### src/rtl/efc_map.svh
`ifndef EFC_MAP_SVH
`define EFC_MAP_SVH

// ****************************************************************
// register byte offsets
// ****************************************************************
`define EFC_OFS_PRINCIPLE    12'h000
`define EFC_OFS_CTRL_CFG1    12'h004
`define EFC_OFS_CTRL_CFG2    12'h008
`define EFC_OFS_CTRL_CFG3    12'h00c
`define EFC_OFS_ROUTE1       12'h010
`define EFC_OFS_ROUTE2       12'h014
`define EFC_OFS_ROUTE3       12'h018
`define EFC_OFS_ROUTE4       12'h01c
`define EFC_OFS_ROUTE5       12'h020
`define EFC_OFS_ROUTE6       12'h024
`define EFC_OFS_FUNC_CFG1    12'h028
`define EFC_OFS_BANK_CMD     12'h02c
`define EFC_OFS_STATUS       12'h030

// ****************************************************************
// field positions inside a control input config group
// ****************************************************************
`define EFC_CIC_BLOCK_LSB    0
`define EFC_CIC_BANK_BIT     3
`define EFC_CIC_RST_IND_BIT  4
`define EFC_CIC_RST_LAT_BIT  5
`define EFC_CIC_RST_REG_BIT  6
`define EFC_CIC_ANGLE_BIT    7

// ****************************************************************
// other field positions
// ****************************************************************
`define EFC_PSG_COS_BIT      0
`define EFC_FCG_ANGLE_BIT    0
`define EFC_BANK_SECOND_BIT  0

// ****************************************************************
// reset values
// ****************************************************************
`define EFC_RST_PRINCIPLE    8'h00
`define EFC_RST_CTRL_CFG     8'h00
`define EFC_RST_ROUTE        8'h00
`define EFC_RST_FUNC_CFG1    8'h00

`endif

### src/rtl/efc_pkg.sv
package efc_pkg;

   // active setting bank
   typedef enum logic {
      EFC_BANK_MAIN,
      EFC_BANK_SECOND
   } efc_bank_t;

   // directional measuring principle
   typedef enum logic {
      EFC_PRIN_PHASE_ANGLE,
      EFC_PRIN_COS_PHI
   } efc_principle_t;

   // one eight-switch group, switch n held in bit n-1
   typedef logic [7:0] efc_group_t;

endpackage

### src/rtl/efc_top.sv
// The register addresses and the APB interface to the registers are this design's own decisions.
`timescale 1ns/100ps
`include "efc_map.svh"

// What this block does
// - One principle-select switch chooses phase-angle measuring when clear and cosine function when set.
// - The principle-select group is writable from the front panel menu and by a serial parameter command.
// - A set blocking switch blocks its stage whenever the matching control signal is active.
// - With the bank switch clear the active bank follows the stored serial or pushbutton selection.
// - With the bank switch set the main bank is used while the control is inactive, second while active.
// - With the bank switch set any serial or pushbutton bank selection is rejected.
// - Three reset switches clear indicators, indicators plus latches, or those plus registers.
// - With the angle switch clear the basic angle comes from the function configuration setting.
// - With the angle switch set the angle is minus ninety with control inactive and zero when active.
// - Six routing groups connect each stage start or operate signal to any start and trip outputs.
// - A group checksum is the sum of weights of its set switches, one doubling up to 128.
module efc_top
   import efc_pkg::*;
#(
   parameter int NSTAGE = 3
) (
   input  wire logic              clk,
   input  wire logic              rst,
   input  wire logic              psel,
   input  wire logic              penable,
   input  wire logic              pwrite,
   input  wire logic [11:0]       paddr,
   input  wire logic [31:0]       pwdata,
   output logic                   pready,
   output logic      [31:0]       prdata,
   output logic                   pslverr,
   input  wire logic              ext_control_one,
   input  wire logic              ext_control_two,
   input  wire logic              remote_reset_control,
   input  wire logic              panel_principle_wr,
   input  wire logic [7:0]        panel_principle_data,
   input  wire logic              panel_bank_req,
   input  wire logic              panel_bank_second,
   input  wire logic [NSTAGE-1:0] stage_start,
   input  wire logic [NSTAGE-1:0] stage_operate,
   output logic      [NSTAGE-1:0] stage_block,
   output logic                   use_second_bank,
   output logic                   cos_phi_mode,
   output logic                   basic_angle_zero,
   output logic                   reset_indicators,
   output logic                   reset_latched,
   output logic                   reset_registers,
   output logic      [3:0]        start_out,
   output logic      [3:0]        trip_out
);

   // ****************************************************************
   // configuration storage
   // ****************************************************************
   efc_group_t     principle_select_group_r;
   efc_group_t     function_config_group_one_r;
   efc_group_t     control_input_config_group_r [3];
   efc_group_t     output_routing_group_r [2*NSTAGE];
   efc_bank_t      stored_bank_r;
   efc_bank_t      stored_bank_nxt;

   // ****************************************************************
   // control input synchronisation
   // ****************************************************************
   logic [2:0]     ctrl_raw;
   logic [2:0]     ctrl_sync;
   logic [2:0]     ctrl_prev_r;
   logic [2:0]     ctrl_rise;

   // bit k of the synced word feeds group k
   assign ctrl_raw = {remote_reset_control, ext_control_two, ext_control_one};

   // pins are asynchronous, so two flops before any use
   efc_sync #(
      .W (3)
   ) u_sync (
      .clk      (clk),
      .rst      (rst),
      .async_in (ctrl_raw),
      .sync_out (ctrl_sync)
   );

   // previous level for activation edges of the reset switches
   // idle level after reset: no false edge
   always_ff @(posedge clk) begin
      if (rst) ctrl_prev_r <= 3'h0;
      else     ctrl_prev_r <= ctrl_sync;
   end

   assign ctrl_rise = ctrl_sync & ~ctrl_prev_r;

   // ****************************************************************
   // apb decode
   // ****************************************************************
   logic           apb_access;
   logic           apb_done;
   logic           apb_wr;
   logic [7:0]     wbyte;
   logic           hit_principle;
   logic           hit_func;
   logic           hit_bank;
   logic           hit_status;
   logic [2:0]     hit_cic;
   logic [5:0]     hit_route;
   logic           hit_any;

   // full compare: address aliases are unmapped
   // only pwdata[7:0] is stored
   assign apb_access    = psel & penable;
   assign apb_done      = apb_access & pready;
   assign apb_wr        = apb_done & pwrite;
   assign wbyte         = pwdata[7:0];
   assign hit_principle = (paddr == `EFC_OFS_PRINCIPLE);
   assign hit_func      = (paddr == `EFC_OFS_FUNC_CFG1);
   assign hit_bank      = (paddr == `EFC_OFS_BANK_CMD);
   assign hit_status    = (paddr == `EFC_OFS_STATUS);
   assign hit_cic       = {paddr == `EFC_OFS_CTRL_CFG3,
                           paddr == `EFC_OFS_CTRL_CFG2,
                           paddr == `EFC_OFS_CTRL_CFG1};
   assign hit_route     = {paddr == `EFC_OFS_ROUTE6, paddr == `EFC_OFS_ROUTE5,
                           paddr == `EFC_OFS_ROUTE4, paddr == `EFC_OFS_ROUTE3,
                           paddr == `EFC_OFS_ROUTE2, paddr == `EFC_OFS_ROUTE1};
   assign hit_any       = hit_principle | hit_func | hit_bank | hit_status |
                          (|hit_cic) | (|hit_route);

   // ****************************************************************
   // derived switch fields
   // ****************************************************************
   logic [2:0]        bank_sw;
   logic [2:0]        angle_sw;
   logic [2:0]        rst_ind_sw;
   logic [2:0]        rst_lat_sw;
   logic [2:0]        rst_reg_sw;
   logic [NSTAGE-1:0] block_nxt;
   logic              bank_by_input;
   logic              angle_by_input;

   // per control signal: gather its switches and its blocking mask
   for (genvar k = 0; k < 3; k++) begin : g_ctrl
      logic [NSTAGE-1:0] blk;
      assign bank_sw[k]    = control_input_config_group_r[k][`EFC_CIC_BANK_BIT];
      assign angle_sw[k]   = control_input_config_group_r[k][`EFC_CIC_ANGLE_BIT];
      assign rst_ind_sw[k] = control_input_config_group_r[k][`EFC_CIC_RST_IND_BIT];
      assign rst_lat_sw[k] = control_input_config_group_r[k][`EFC_CIC_RST_LAT_BIT];
      assign rst_reg_sw[k] = control_input_config_group_r[k][`EFC_CIC_RST_REG_BIT];
      assign blk = control_input_config_group_r[k][`EFC_CIC_BLOCK_LSB +: NSTAGE] &
                   {NSTAGE{ctrl_sync[k]}};
   end

   // any of the three controls may block a stage
   assign block_nxt = g_ctrl[0].blk | g_ctrl[1].blk | g_ctrl[2].blk;

   // only one group may hold the bank switch; an or keeps a misconfig benign
   assign bank_by_input  = |bank_sw;
   assign angle_by_input = |angle_sw;

   // ****************************************************************
   // setting bank selection
   // ****************************************************************
   logic           bank_ctrl_level;
   logic           angle_ctrl_level;
   logic           serial_bank_wr;

   // levels use synced pins only, never raw ones
   assign bank_ctrl_level  = |(bank_sw & ctrl_sync);
   assign angle_ctrl_level = |(angle_sw & ctrl_sync);
   assign serial_bank_wr   = apb_wr & hit_bank;

   // requests are dropped, not queued, while the input owns the bank
   always_comb begin
      stored_bank_nxt = stored_bank_r;
      if (!bank_by_input) begin
         if (serial_bank_wr) begin
            stored_bank_nxt = wbyte[`EFC_BANK_SECOND_BIT] ? EFC_BANK_SECOND : EFC_BANK_MAIN;
         end else if (panel_bank_req) begin
            stored_bank_nxt = panel_bank_second ? EFC_BANK_SECOND : EFC_BANK_MAIN;
         end
      end
   end

   // stored choice is kept while the input rules
   always_ff @(posedge clk) begin
      if (rst) stored_bank_r <= EFC_BANK_MAIN;
      else     stored_bank_r <= stored_bank_nxt;
   end

   // ****************************************************************
   // configuration writes
   // ****************************************************************
   // serial write wins over a panel write in the same cycle
   always_ff @(posedge clk) begin
      if (rst) begin
         principle_select_group_r <= `EFC_RST_PRINCIPLE;
      end else if (apb_wr && hit_principle) begin
         principle_select_group_r <= wbyte;
      end else if (panel_principle_wr) begin
         principle_select_group_r <= panel_principle_data;
      end
   end

   always_ff @(posedge clk) begin
      if (rst) begin
         function_config_group_one_r <= `EFC_RST_FUNC_CFG1;
      end else if (apb_wr && hit_func) begin
         function_config_group_one_r <= wbyte;
      end
   end

   // a group acts on the cycle after its write
   // bit n-1 of each word is switch n, so the word is the checksum
   for (genvar k = 0; k < 3; k++) begin : g_cic
      always_ff @(posedge clk) begin
         if (rst)                        control_input_config_group_r[k] <= `EFC_RST_CTRL_CFG;
         else if (apb_wr && hit_cic[k])  control_input_config_group_r[k] <= wbyte;
      end
   end

   // same for routing: one word per stage signal
   for (genvar g = 0; g < 2*NSTAGE; g++) begin : g_route
      always_ff @(posedge clk) begin
         if (rst)                          output_routing_group_r[g] <= `EFC_RST_ROUTE;
         else if (apb_wr && hit_route[g])  output_routing_group_r[g] <= wbyte;
      end
   end

   // ****************************************************************
   // output routing
   // ****************************************************************
   logic [2*NSTAGE-1:0]   stage_sig;
   logic [2*NSTAGE*8-1:0] route_flat;
   logic [3:0]            start_nxt;
   logic [3:0]            trip_nxt;

   // group order: start then operate for each stage in turn
   for (genvar s = 0; s < NSTAGE; s++) begin : g_sig
      assign stage_sig[2*s]   = stage_start[s];
      assign stage_sig[2*s+1] = stage_operate[s];
      assign route_flat[(2*s)*8 +: 8]   = output_routing_group_r[2*s];
      assign route_flat[(2*s+1)*8 +: 8] = output_routing_group_r[2*s+1];
   end

   // pure logic; the output flops follow below
   efc_route #(
      .NSIG (2*NSTAGE)
   ) u_route (
      .sig       (stage_sig),
      .groups    (route_flat),
      .start_out (start_nxt),
      .trip_out  (trip_nxt)
   );

   // ****************************************************************
   // registered functional outputs
   // ****************************************************************
   logic           reset_ind_nxt;
   logic           reset_lat_nxt;
   logic           reset_reg_nxt;
   logic           angle_zero_nxt;
   logic           second_nxt;

   // each wider reset level also clears everything below it
   // one-cycle pulses on the control's rising edge
   assign reset_reg_nxt  = |(rst_reg_sw & ctrl_rise);
   assign reset_lat_nxt  = |((rst_lat_sw | rst_reg_sw) & ctrl_rise);
   assign reset_ind_nxt  = |((rst_ind_sw | rst_lat_sw | rst_reg_sw) & ctrl_rise);
   assign angle_zero_nxt = angle_by_input ? angle_ctrl_level
                         : function_config_group_one_r[`EFC_FCG_ANGLE_BIT];
   assign second_nxt     = bank_by_input ? bank_ctrl_level
                         : (stored_bank_r == EFC_BANK_SECOND);

   always_ff @(posedge clk) begin
      if (rst) begin
         stage_block      <= '0;
         use_second_bank  <= 1'b0;
         cos_phi_mode     <= 1'b0;
         basic_angle_zero <= 1'b0;
         reset_indicators <= 1'b0;
         reset_latched    <= 1'b0;
         reset_registers  <= 1'b0;
         start_out        <= 4'h0;
         trip_out         <= 4'h0;
      end else begin
         stage_block      <= block_nxt;
         use_second_bank  <= second_nxt;
         cos_phi_mode     <= principle_select_group_r[`EFC_PSG_COS_BIT];
         basic_angle_zero <= angle_zero_nxt;
         reset_indicators <= reset_ind_nxt;
         reset_latched    <= reset_lat_nxt;
         reset_registers  <= reset_reg_nxt;
         start_out        <= start_nxt;
         trip_out         <= trip_nxt;
      end
   end

   // ****************************************************************
   // apb read mux and answer
   // ****************************************************************
   logic [31:0]    rdata_nxt;
   logic [7:0]     status_word;
   logic [7:0]     route_rd;
   logic [7:0]     cic_rd;

   // status shows synced controls, active bank, angle and principle
   // status is read only; a write to it is dropped
   assign status_word = {2'h0, cos_phi_mode, basic_angle_zero, use_second_bank, ctrl_sync};

   always_comb begin
      route_rd = 8'h00;
      cic_rd   = 8'h00;
      for (int g = 0; g < 2*NSTAGE; g++) begin
         if (hit_route[g]) route_rd = output_routing_group_r[g];
      end
      for (int k = 0; k < 3; k++) begin
         if (hit_cic[k]) cic_rd = control_input_config_group_r[k];
      end
   end

   // bits above the group byte read as zero
   always_comb begin
      rdata_nxt = 32'h0000_0000;
      if (hit_principle)  rdata_nxt[7:0] = principle_select_group_r;
      else if (hit_func)  rdata_nxt[7:0] = function_config_group_one_r;
      else if (hit_bank)  rdata_nxt[`EFC_BANK_SECOND_BIT] = (stored_bank_r == EFC_BANK_SECOND);
      else if (hit_status) rdata_nxt[7:0] = status_word;
      else                rdata_nxt[7:0] = route_rd | cic_rd;
   end

   // one wait state: pready rises in the second access cycle
   // read data are caught a cycle early, then held
   // unmapped: pslverr with zero data
   always_ff @(posedge clk) begin
      if (rst) begin
         pready  <= 1'b0;
         prdata  <= 32'h0000_0000;
         pslverr <= 1'b0;
      end else begin
         pready  <= apb_access & ~pready;
         pslverr <= apb_access & ~pready & ~hit_any;
         if (apb_access && !pready && !pwrite) prdata <= rdata_nxt;
      end
   end

endmodule // efc_top

### src/rtl/efc_sync.sv
`timescale 1ns/100ps

// two flip-flop synchroniser for asynchronous pins
module efc_sync #(
   parameter int W = 3
) (
   input  wire logic         clk,
   input  wire logic         rst,
   input  wire logic [W-1:0] async_in,
   output logic      [W-1:0] sync_out
);

   logic [W-1:0] meta_r;

   // first stage is read only by the second stage
   always_ff @(posedge clk) begin
      if (rst) begin
         meta_r   <= '0;
         sync_out <= '0;
      end else begin
         meta_r   <= async_in;
         sync_out <= meta_r;
      end
   end

endmodule // efc_sync

### src/rtl/efc_route.sv
`timescale 1ns/100ps

// routing matrix: each stage signal to any start or trip output
module efc_route #(
   parameter int NSIG = 6
) (
   input  wire logic [NSIG-1:0]   sig,
   input  wire logic [NSIG*8-1:0] groups,
   output logic      [3:0]        start_out,
   output logic      [3:0]        trip_out
);

   logic [7:0] col;

   // switch bit order per group: start1, trip1, start2, trip2, ...
   for (genvar j = 0; j < 8; j++) begin : g_col
      logic [NSIG-1:0] hit;
      for (genvar i = 0; i < NSIG; i++) begin : g_sig
         assign hit[i] = sig[i] & groups[i*8+j];
      end
      assign col[j] = |hit;
   end

   assign start_out = {col[6], col[4], col[2], col[0]};
   assign trip_out  = {col[7], col[5], col[3], col[1]};

endmodule // efc_route

### config.mk
export PLATFORM = sky130hd
export DESIGN_NAME = efc_top
export DESIGN_NICKNAME = d
export VERILOG_FILES = /design/src/rtl/efc_pkg.sv /design/src/rtl/efc_top.sv /design/src/rtl/efc_sync.sv /design/src/rtl/efc_route.sv
export VERILOG_INCLUDE_DIRS = /design/src /design/src/rtl
export SDC_FILE = /design/constraint.sdc
export NUM_CORES = 1
export LEC_CHECK = 0
export ABC_AREA = 1
export ABC_CLOCK_PERIOD_IN_PS = 1800
export BUFFER_PORTS_ARGS = -buffer_cell sky130_fd_sc_hd__buf_2
export CORE_MARGIN = 2
export CORE_UTILIZATION = 45
export DETAILED_ROUTE_END_ITERATION = 16
export MAX_ROUTING_LAYER = met4
export PLACE_DENSITY = 0.7
export SLEW_MARGIN = 15
export SYNTH_ARGS = -nofsm -noshare
export SYNTH_HDL_FRONTEND = slang
export SYNTH_SLANG_ARGS = --single-unit
### constraint.sdc
create_clock -name clk -period 1.8 [get_ports clk]
set_input_delay 0.09 -clock clk [delete_from_list [all_inputs] [get_ports clk]]
set_output_delay 0.09 -clock clk [all_outputs]
set_load 0.1 [all_outputs]
==> impl_results.html, run 1 <==
<table>
<tr><th>Metric</th><th>Value</th></tr>
<tr><th colspan="2">Setup path</th></tr>
<tr><td>Crit-path max FO</td><td>10</td></tr>
<tr><td>CP Class</td><td>reg2reg</td></tr>
<tr><td>Category of the worst setup path capture point</td><td>flop</td></tr>
<tr><td>Path depth of the worst reg2reg path</td><td>4</td></tr>
<tr><td>Cell at the slowest stage of the critical path</td><td>o21ai_2</td></tr>
<tr><td>Capture point of the worst reg-to-reg path</td><td>output_routing_group_r[0][6]$_SDFFCE_PN0P_</td></tr>
<tr><td>Crit path arrival time</td><td>around 1700 ps</td></tr>
<tr><td>Crit path largest cell delay</td><td>460 ps</td></tr>
<tr><td>Req. time, crit path</td><td>1860 ps</td></tr>
<tr><td>Critical Path Start Type</td><td>flop</td></tr>
<tr><td>Launching point of the worst reg2reg path</td><td>pready$_SDFF_PP0_</td></tr>
<tr><td>Register-to-register path setup slack</td><td>around 150 ps</td></tr>
<tr><td>Chain of cells forming the critical path</td><td>inv_1 &gt; nor3_2 &gt; inv_2 &gt; o21ai_2</td></tr>
<tr><th colspan="2">Pwr</th></tr>
<tr><td>Power per cell area</td><td>~1000 mW/mm^2</td></tr>
<tr><td>Reported leakage power</td><td>3.51 nW</td></tr>
<tr><td>Power share of the combinational group</td><td>11.2%</td></tr>
<tr><td>Clock power frac</td><td>roughly 47%</td></tr>
<tr><td>Relative contribution of sequential cells to total power</td><td>about 42%</td></tr>
<tr><td>Net switching share of the total power</td><td>a little over a quarter</td></tr>
<tr><td>Highest ir drop seen on vdd</td><td>just under 0.7 mV</td></tr>
<tr><td>Total internal power</td><td>0.00560 W</td></tr>
<tr><td>Net Switching</td><td>about 0.0020 W</td></tr>
<tr><th colspan="2">Synth</th></tr>
<tr><td>Cell type with the highest aggregate area in the netlist</td><td>edfxtp_1</td></tr>
<tr><td>Most frequently used cell type in the post-synthesis netlist</td><td>nand2_1</td></tr>
<tr><td>Leading post-synthesis cells by instance count</td><td>nand2_1, nor2_1, inv_1</td></tr>
<tr><td>Synth warnings</td><td>0</td></tr>
<tr><td>Sequential share of the synthesized area</td><td>between 50% and 60%</td></tr>
<tr><td>Area share of the largest cell type after synthesis</td><td>34.7%</td></tr>
<tr><td>Synth Area per Inst</td><td>~8.1 sq um</td></tr>
<tr><td>Area contributors post-synth</td><td>edfxtp_1, dfxtp_1, nand2_1</td></tr>
<tr><td>Fraction of registers with async set or reset after synthesis</td><td>0%</td></tr>
<tr><td>Distinct cell type count of the synthesized netlist</td><td>34</td></tr>
<tr><td>Flip-flop cell with the highest count after synthesis</td><td>edfxtp_1</td></tr>
<tr><td>Cell count after synthesis</td><td>between 700 and 800</td></tr>
<tr><td>Area of the mapped netlist</td><td>around 0.0062 sq mm</td></tr>
<tr><td>EDFF count, synth</td><td>between 70 and 80</td></tr>
<tr><td>Number of register bits inferred by synthesis</td><td>~130</td></tr>
<tr><th colspan="2">Cells and area</th></tr>
<tr><td>Layout net count</td><td>~950</td></tr>
<tr><td>Finished layout cell area</td><td>roughly 0.0077 sq mm</td></tr>
<tr><td>Fraction of final layout cells with drive strength greater than 1</td><td>between 10% and 20%</td></tr>
<tr><td>Layout area overhead</td><td>23.0%</td></tr>
<tr><td>Diode count</td><td>0</td></tr>
<tr><th colspan="2">Clocking</th></tr>
<tr><td>TritonCTS Sinks</td><td>125</td></tr>
<tr><td>Worst-Skew Late Latency</td><td>roughly 420 ps</td></tr>
<tr><td>Clock slew at reported path FFs</td><td>approximately 60 ps</td></tr>
<tr><td>Number of levels in the clock H-tree</td><td>4</td></tr>
<tr><td>TritonCTS clock tree</td><td>built</td></tr>
<tr><td>Buffer cell driving the clock tree root</td><td>clkbuf_16</td></tr>
<tr><td>Worst-case clock buffer depth</td><td>2</td></tr>
<tr><td>Number of CTS-inserted buffers</td><td>17</td></tr>
<tr><th colspan="2">Routing</th></tr>
<tr><td>Per-cell via count in the routed design</td><td>5.14</td></tr>
<tr><td>Wire length reported by the detailed router</td><td>about 18000 microns</td></tr>
<tr><td>Average wire per cell in the routed design</td><td>16.5 microns</td></tr>
<tr><td>Number of DRC violations after detailed routing</td><td>0</td></tr>
<tr><td>Total vias in the final route</td><td>between 5000 and 6000</td></tr>
<tr><td>Routed Antenna Nets</td><td>0</td></tr>
<tr><td>DRC marker count from the first detailed-route iteration</td><td>~750</td></tr>
<tr><td>Number of detailed-routing iterations run before antenna repair</td><td>5</td></tr>
<tr><th colspan="2">Place</th></tr>
<tr><td>Buffers on Ports</td><td>between 70 and 80</td></tr>
<tr><td>Half-perimeter wire length after placement</td><td>between 10000 and 15000 microns</td></tr>
<tr><td>Final weighted congestion of routability-driven global placement</td><td>0.946</td></tr>
<tr><td>Post-DP Area</td><td>approximately 0.007 sq mm</td></tr>
<tr><th colspan="2">Hold path</th></tr>
<tr><td>Worst min-delay path class</td><td>in2reg</td></tr>
<tr><td>HP Start</td><td>pwdata[0]</td></tr>
<tr><td>Worst Hold Path Cells</td><td>3</td></tr>
<tr><td>Worst min-delay path endpoint</td><td>function_config_group_one_r[0]$_SDFFE_PP0P_</td></tr>
<tr><th colspan="2">Timing</th></tr>
<tr><td>Tightest slew margin relative to the limit</td><td>between 60% and 70%</td></tr>
<tr><td>Clock tree skew after final layout</td><td>6.27 ps</td></tr>
<tr><td>Final worst path period need</td><td>1650 ps</td></tr>
<tr><td>Final number of max-transition violations</td><td>0</td></tr>
<tr><td>Final worst-path cycle share</td><td>91.6%</td></tr>
<tr><td>Final-layout setup total negative slack</td><td>0 ps</td></tr>
<tr><td>Worst hold slack after final layout</td><td>2.69 ps</td></tr>
<tr><td>Setup repair after global routing missed its margin</td><td>no</td></tr>
<tr><td>Max Freq</td><td>about 610 MHz</td></tr>
<tr><td>Final hold violation count</td><td>0</td></tr>
<tr><td>Transition time at the pin with the least slew margin</td><td>about 570 ps</td></tr>
<tr><td>Final setup vio count</td><td>0</td></tr>
<tr><th colspan="2">Die</th></tr>
<tr><td>Die height</td><td>between 100 and 150 microns</td></tr>
<tr><td>Placeable core area</td><td>between 0.01 and 0.015 sq mm</td></tr>
<tr><td>X dimension of the die</td><td>approximately 120 microns</td></tr>
<tr><td>Initial Utilization</td><td>46.5%</td></tr>
<tr><td>Number of placement rows</td><td>42</td></tr>
<tr><td>Boundary Pins</td><td>between 100 and 150</td></tr>
<tr><td>Overall die area</td><td>0.0148 sq mm</td></tr>
<tr><th colspan="2">GRT</th></tr>
<tr><td>Initial antenna violation count</td><td>0</td></tr>
<tr><td>Total gr overflow</td><td>0</td></tr>
<tr><td>Vias in the first global route</td><td>5216</td></tr>
<tr><td>Wire length of the first global-routing pass</td><td>27600 microns</td></tr>
<tr><td>Total global routing track utilization</td><td>about a quarter</td></tr>
<tr><td>Pin count of the biggest net entering global routing</td><td>39</td></tr>
<tr><th colspan="2">Outcome</th></tr>
<tr><td>Outcome</td><td>finished clean</td></tr>
<tr><th colspan="2">Job</th></tr>
<tr><td>Count of max-cap constraint violations</td><td>0</td></tr>
</table>
-- power by group through the flow --
stage               clock (W)  combinational [W]  sequential [W]
finish                0.00361           0.000851         0.00317
CTS                   0.00363           0.000850         0.00316
floorplan                   0           0.000472         0.00339
detailed placement          0           0.000822         0.00322
global route          0.00376           0.000898         0.00317
global placement            0           0.000821         0.00322
-- metrics by stage --
step,instances,power [W],utilization (%),setup WS (ps)
after floorplan,788,0.00386,-,77.3
after global placement,1018,0.00404,51.4,33.2
after detailed placement,1018,0.00404,51.4,31.1
after CTS,1065,0.00765,57.2,145
after global routing,1065,0.00784,57.2,1.30
final,1065,0.00763,57.2,151
-- critical path, delay by kind of cell (launching register included) --
kind	cells	cell delay, ps
AOI/OAI and AO/OA	1	460
DFF	1	340
buffers and inverters	2	250
and+or+nand+nor	1	240
-- worst max-delay path by stage --
stage                           start                                         end  slack [ps]  depth (start not counted)
finish              pready$_SDFF_PP0_  output_routing_group_r[0][6]$_SDFFCE_PN0P_         150                          4
global route        pready$_SDFF_PP0_    principle_select_group_r[4]$_SDFFE_PP0P_           1                          8
detailed placement          paddr[11]                      prdata[5]$_SDFFE_PP0P_          30                         14
global placement            paddr[11]                      prdata[5]$_SDFFE_PP0P_          30                         14
CTS                 pready$_SDFF_PP0_  output_routing_group_r[2][6]$_SDFFCE_PN0P_         140                          4
floorplan           pready$_SDFF_PP0_    principle_select_group_r[1]$_SDFFE_PP0P_          80                          8
-- placed cells by master, fill, tap and decap left out, types with 3 or more instances in the layout --
cell type and n:
nand2_1 139, a31oi_1 12, nor2_4 5, clkinv_1 9, edfxtp_1 72, inv_2 8, inv_1 98, o21ai_2 9
dlygate4sd3_1 15, a221oi_1 11, buf_4 29, clkinvlp_4 3, o21ai_1 20, o22ai_1 11, clkbuf_16 17, a21oi_1 21
o21ai_0 41, nand4_1 4, nor2_1 108, nand3_1 68, clkinv_4 3, dfxtp_1 52, buf_2 71, conb_1 24
nor2_2 5, bufinv_16 4, nand2_2 8
-- layer usage --
layer  vias up  share of wire [%]  global-route usage, %
met5         -                  0                      -
met4         0                3.7                   12.5
met3        37                6.7                   6.23
met2       195                 46                   39.0
met1      2548                 44                   33.1
li1       2693                  -                      -
-- registers in the layout, summed over array words and instances (netlist names), 3 cells and up --
signal                        cells
output_routing_group_r           48
control_input_config_group_r     24
function_config_group_one_r       8
prdata                            8
principle_select_group_r          8
start_out                         4
trip_out                          4
ctrl_prev_r                       3
stage_block                       3
u_sync.meta_r                     3
u_sync.sync_out                   3
-- area by class of cell --
type | count | area, sq um
clock buffer | 19 | 433
clock inverter | 13 | 190
fill | 1190 | 5740
inverter | 114 | 428
multi-input combinational | 501 | 2400
sequential | 125 | 3230
tap | 176 | 220
timing repair buffer | 117 | 763
-- repair_timing --
item                                    CTS  global route
hold buffers                             15             0
endpoints found under the setup margin    0             7
gates resized for setup                   0             1
hold endpoints to repair                 15             0
buffers inserted                          0             0
-- cells by family after synthesis --
family                 share of synthesized area, %
other                                        0.0602
AOI/OAI and AO/OA                              11.7
and+or+nand+nor                                24.7
buffers and inverters                          11.8
DFF                                            51.7
Note: power is estimated with default switching activity, not from simulation.
==> inputs of run 2 (changes only) <==
Settings changed: SETUP_SLACK_MARGIN set to 0.2.
==> run 2 against run 1 <==
Critical path depth up 1. Non-clock buffer count up 10. Power down 1.6%. Sequential share of layout area down 0.61 points. Clock power down 4%. Clock skew down 1.1 ps. Clock-buffer cell count down 1. Cell count up 0.94%. Wire length up 4.9%. Combinational power up 2.8%. Global-route usage up 0.66 points. Highest routed layer unchanged. Hold slack better by 18 ps.
==> impl_results.html, run 2 (same netlist as run 1, synthesis figures left out) <==
<table>
<tr><th>Metric</th><th>Value</th></tr>
<tr><th colspan="2">Setup path</th></tr>
<tr><td>CP Class</td><td>reg2reg (unchanged)</td></tr>
<tr><td>Critical Path Start Type</td><td>flop (unchanged)</td></tr>
<tr><td>Crit path arrival time</td><td>1820 ps (was 1710 ps)</td></tr>
<tr><td>Capture point of the worst reg-to-reg path</td><td>output_routing_group_r[0][0]$_SDFFCE_PN0P_ (was output_routing_group_r[0][6]$_SDFFCE_PN0P_)</td></tr>
<tr><td>Launching point of the worst reg2reg path</td><td>pready$_SDFF_PP0_ (unchanged)</td></tr>
<tr><td>Path depth of the worst reg2reg path</td><td>5 (was 4)</td></tr>
<tr><td>Req. time, crit path</td><td>2060 ps (was 1860 ps)</td></tr>
<tr><td>Category of the worst setup path capture point</td><td>flop (unchanged)</td></tr>
<tr><td>Crit-path max FO</td><td>11 (was 10)</td></tr>
<tr><td>Register-to-register path setup slack</td><td>240 ps (was 150 ps)</td></tr>
<tr><th colspan="2">Pwr</th></tr>
<tr><td>Highest ir drop seen on vdd</td><td>0.717 mV (was 0.677 mV)</td></tr>
<tr><td>Reported leakage power</td><td>3.57 nW (was 3.51 nW)</td></tr>
<tr><td>Power per cell area</td><td>965 mW/mm^2 (was 996 mW/mm^2)</td></tr>
<tr><th colspan="2">Outcome</th></tr>
<tr><td>Outcome</td><td>finished clean (unchanged)</td></tr>
<tr><th colspan="2">Routing</th></tr>
<tr><td>Per-cell via count in the routed design</td><td>5.24 (was 5.14)</td></tr>
<tr><td>Wire length reported by the detailed router</td><td>18500 microns (was 17600 microns)</td></tr>
<tr><td>Number of DRC violations after detailed routing</td><td>0 (unchanged)</td></tr>
<tr><td>Average wire per cell in the routed design</td><td>17.2 microns (was 16.5 microns)</td></tr>
<tr><td>Total vias in the final route</td><td>5631 (was 5473)</td></tr>
<tr><td>DRC marker count from the first detailed-route iteration</td><td>774 (was 753)</td></tr>
<tr><td>Routed Antenna Nets</td><td>0 (unchanged)</td></tr>
<tr><td>Number of detailed-routing iterations run before antenna repair</td><td>5 (unchanged)</td></tr>
<tr><th colspan="2">Timing</th></tr>
<tr><td>Final-layout setup total negative slack</td><td>0 ps (unchanged)</td></tr>
<tr><td>Transition time at the pin with the least slew margin</td><td>607 ps (was 572 ps)</td></tr>
<tr><td>Final worst-path cycle share</td><td>86.5% (was 91.6%)</td></tr>
<tr><td>Final setup vio count</td><td>0 (unchanged)</td></tr>
<tr><td>Crit path setup slack, layout</td><td>243 ps (was 151 ps)</td></tr>
<tr><td>Setup repair after global routing missed its margin</td><td>yes (was no)</td></tr>
<tr><td>Final worst path period need</td><td>1560 ps (was 1650 ps)</td></tr>
<tr><td>Tightest slew margin relative to the limit</td><td>59.5% (was 61.8%)</td></tr>
<tr><td>Final hold violation count</td><td>0 (unchanged)</td></tr>
<tr><td>Clock tree skew after final layout</td><td>5.21 ps (was 6.27 ps)</td></tr>
<tr><td>Max Freq</td><td>642 MHz (was 607 MHz)</td></tr>
<tr><td>Final number of max-transition violations</td><td>0 (unchanged)</td></tr>
<tr><th colspan="2">Clocking</th></tr>
<tr><td>TritonCTS Sinks</td><td>125 (unchanged)</td></tr>
<tr><td>Buffer cell driving the clock tree root</td><td>clkbuf_16 (unchanged)</td></tr>
<tr><td>TritonCTS clock tree</td><td>built (unchanged)</td></tr>
<tr><td>Clock slew at reported path FFs</td><td>60 ps (about the same)</td></tr>
<tr><td>Worst-Skew Late Latency</td><td>430 ps (was 420 ps)</td></tr>
<tr><td>Number of CTS-inserted buffers</td><td>17 (unchanged)</td></tr>
<tr><td>Number of levels in the clock H-tree</td><td>4 (unchanged)</td></tr>
<tr><td>Worst-case clock buffer depth</td><td>2 (unchanged)</td></tr>
<tr><th colspan="2">GRT</th></tr>
<tr><td>Initial antenna violation count</td><td>0 (unchanged)</td></tr>
<tr><td>Most Used Layer, Global Route</td><td>met2 (unchanged)</td></tr>
<tr><td>Total gr overflow</td><td>0 (unchanged)</td></tr>
<tr><td>Vias in the first global route</td><td>5266 (was 5216)</td></tr>
<tr><td>Wire length of the first global-routing pass</td><td>28200 microns (was 27600 microns)</td></tr>
<tr><td>GR Layer Usage met2</td><td>42.0% (was 39.0%)</td></tr>
<tr><td>Global routing met1 resource utilization</td><td>33.4% (was 33.1%)</td></tr>
<tr><td>Fraction of met3 tracks used by global routing</td><td>5.34% (was 6.23%)</td></tr>
<tr><td>Pin count of the biggest net entering global routing</td><td>39 (unchanged)</td></tr>
<tr><td>Total global routing track utilization</td><td>26.6% (was 26.0%)</td></tr>
<tr><th colspan="2">Cells and area</th></tr>
<tr><td>Leading registers by flop count</td><td>output_routing_group_r: 48 flops, control_input_config_group_r: 24 flops (unchanged)</td></tr>
<tr><td>Final standard cell utilization of the core</td><td>58.0% (was 57.2%)</td></tr>
<tr><td>Most common cell after layout, fill and taps aside</td><td>nand2_1 (unchanged)</td></tr>
<tr><td>Commonest cells after routing, fill and taps aside</td><td>nand2_1, nor2_1, inv_1 (unchanged)</td></tr>
<tr><td>Number of flip-flops in the largest register</td><td>48 (unchanged)</td></tr>
<tr><td>Diode count</td><td>0 (unchanged)</td></tr>
<tr><td>Fraction of final layout cells with drive strength greater than 1</td><td>20.9% (was 19.7%)</td></tr>
<tr><td>Layout area overhead</td><td>24.8% (was 23.0%)</td></tr>
<tr><td>Number of standard cells in the layout, taps in and fillers out</td><td>1075 (was 1065)</td></tr>
<tr><td>Top reg by flops</td><td>output_routing_group_r (unchanged)</td></tr>
<tr><td>Layout net count</td><td>955 (was 945)</td></tr>
<tr><th colspan="2">Hold path</th></tr>
<tr><td>Worst min-delay path class</td><td>in2reg (unchanged)</td></tr>
<tr><td>Worst min-delay path endpoint</td><td>stored_bank_r$_SDFFE_PP0P_ (was function_config_group_one_r[0]$_SDFFE_PP0P_)</td></tr>
<tr><td>Worst Hold Path Cells</td><td>3 (unchanged)</td></tr>
<tr><td>HP Start</td><td>panel_bank_second (was pwdata[0])</td></tr>
<tr><th colspan="2">Place</th></tr>
<tr><td>Final weighted congestion of routability-driven global placement</td><td>0.950 (was 0.946)</td></tr>
<tr><td>Half-perimeter wire length after placement</td><td>13000 microns (was 12600 microns)</td></tr>
<tr><td>Total placed cells including tap cells</td><td>1021 (was 1018)</td></tr>
<tr><td>Minimum setup slack after placement</td><td>54.5 ps (was 31.1 ps)</td></tr>
<tr><td>Buffers on Ports</td><td>71 (unchanged)</td></tr>
<tr><th colspan="2">Job</th></tr>
<tr><td>Count of max-cap constraint violations</td><td>0 (unchanged)</td></tr>
<tr><th colspan="2">Die</th></tr>
<tr><td>Die height</td><td>122 microns (unchanged)</td></tr>
<tr><td>Overall die area</td><td>0.0148 sq mm (unchanged)</td></tr>
<tr><td>X dimension of the die</td><td>122 microns (unchanged)</td></tr>
<tr><td>Boundary Pins</td><td>120 (unchanged)</td></tr>
<tr><td>Initial Utilization</td><td>46.5% (unchanged)</td></tr>
<tr><td>Number of placement rows</td><td>42 (unchanged)</td></tr>
<tr><td>Placeable core area</td><td>0.0134 sq mm (unchanged)</td></tr>
</table>
run 2: per-stage QoR:
stage	total power [W]	hold WS, ps	cell area, sq um
floorplan	0.00386	197	6370
detailed placement	0.00406	306	6960
CTS	0.00751	8.16	7720
global route	0.00771	25.8	7770
finish	0.00750	20.9	7770
global placement	0.00405	300	6960
run 2: area by class of cell:
cell class	instances	area, sq um
fill	1225	5630
tap	176	220
clock buffer	18	439
clock inverter	14	156
timing repair buffer	127	881
inverter	114	430
sequential	125	3230
multi-input combinational	501	2420
run 2: worst max-delay path by stage:
| stage | from | endpoint | cells after the start |
|---|---|---|---|
| floorplan | pready$_SDFF_PP0_ | principle_select_group_r[1]$_SDFFE_PP0P_ | 8 |
| finish | pready$_SDFF_PP0_ | output_routing_group_r[0][0]$_SDFFCE_PN0P_ | 5 |
| CTS | pready$_SDFF_PP0_ | output_routing_group_r[3][0]$_SDFFCE_PN0P_ | 5 |
| global placement | paddr[7] | prdata[0]$_SDFFE_PP0P_ | 12 |
| detailed placement | paddr[9] | control_input_config_group_r[2][2]$_SDFFCE_PN0P_ | 6 |
| global route | pready$_SDFF_PP0_ | principle_select_group_r[0]$_SDFFE_PP0P_ | 9 |
run 2: metal layers:
metal / share of wire (%) / vias to the layer above / wire length [microns]
met5: 0 / - / 0
met3: 8.1 / 37 / 1490
met1: 41 / 2616 / 7650
li1: - / 2722 / -
met2: 47 / 256 / 8710
met4: 3.4 / 0 / 625
run 2: timing repair:
action / in CTS / in global routing
hold buffers: 17 / 0
cloned: 0 / 0
pin swaps: 0 / 1
endpoints found under the hold margin: 17 / 0
buffers inserted: 0 / 5
endpoints found under the setup margin: 6 / 55
gates resized for setup: 1 / 4
run 2: report_power, final:
part	internal (W)	switching, W
Combinational	0.000178	0.000696
Clock	0.00210	0.00136
Sequential	0.00311	0.0000560
run 2: critical path: stages (launching register included):
cell     delay, ps
dfxtp_4        350
inv_2           40
nor3_4         220
buf_4          280
nand3_1        270
nor2_1         230
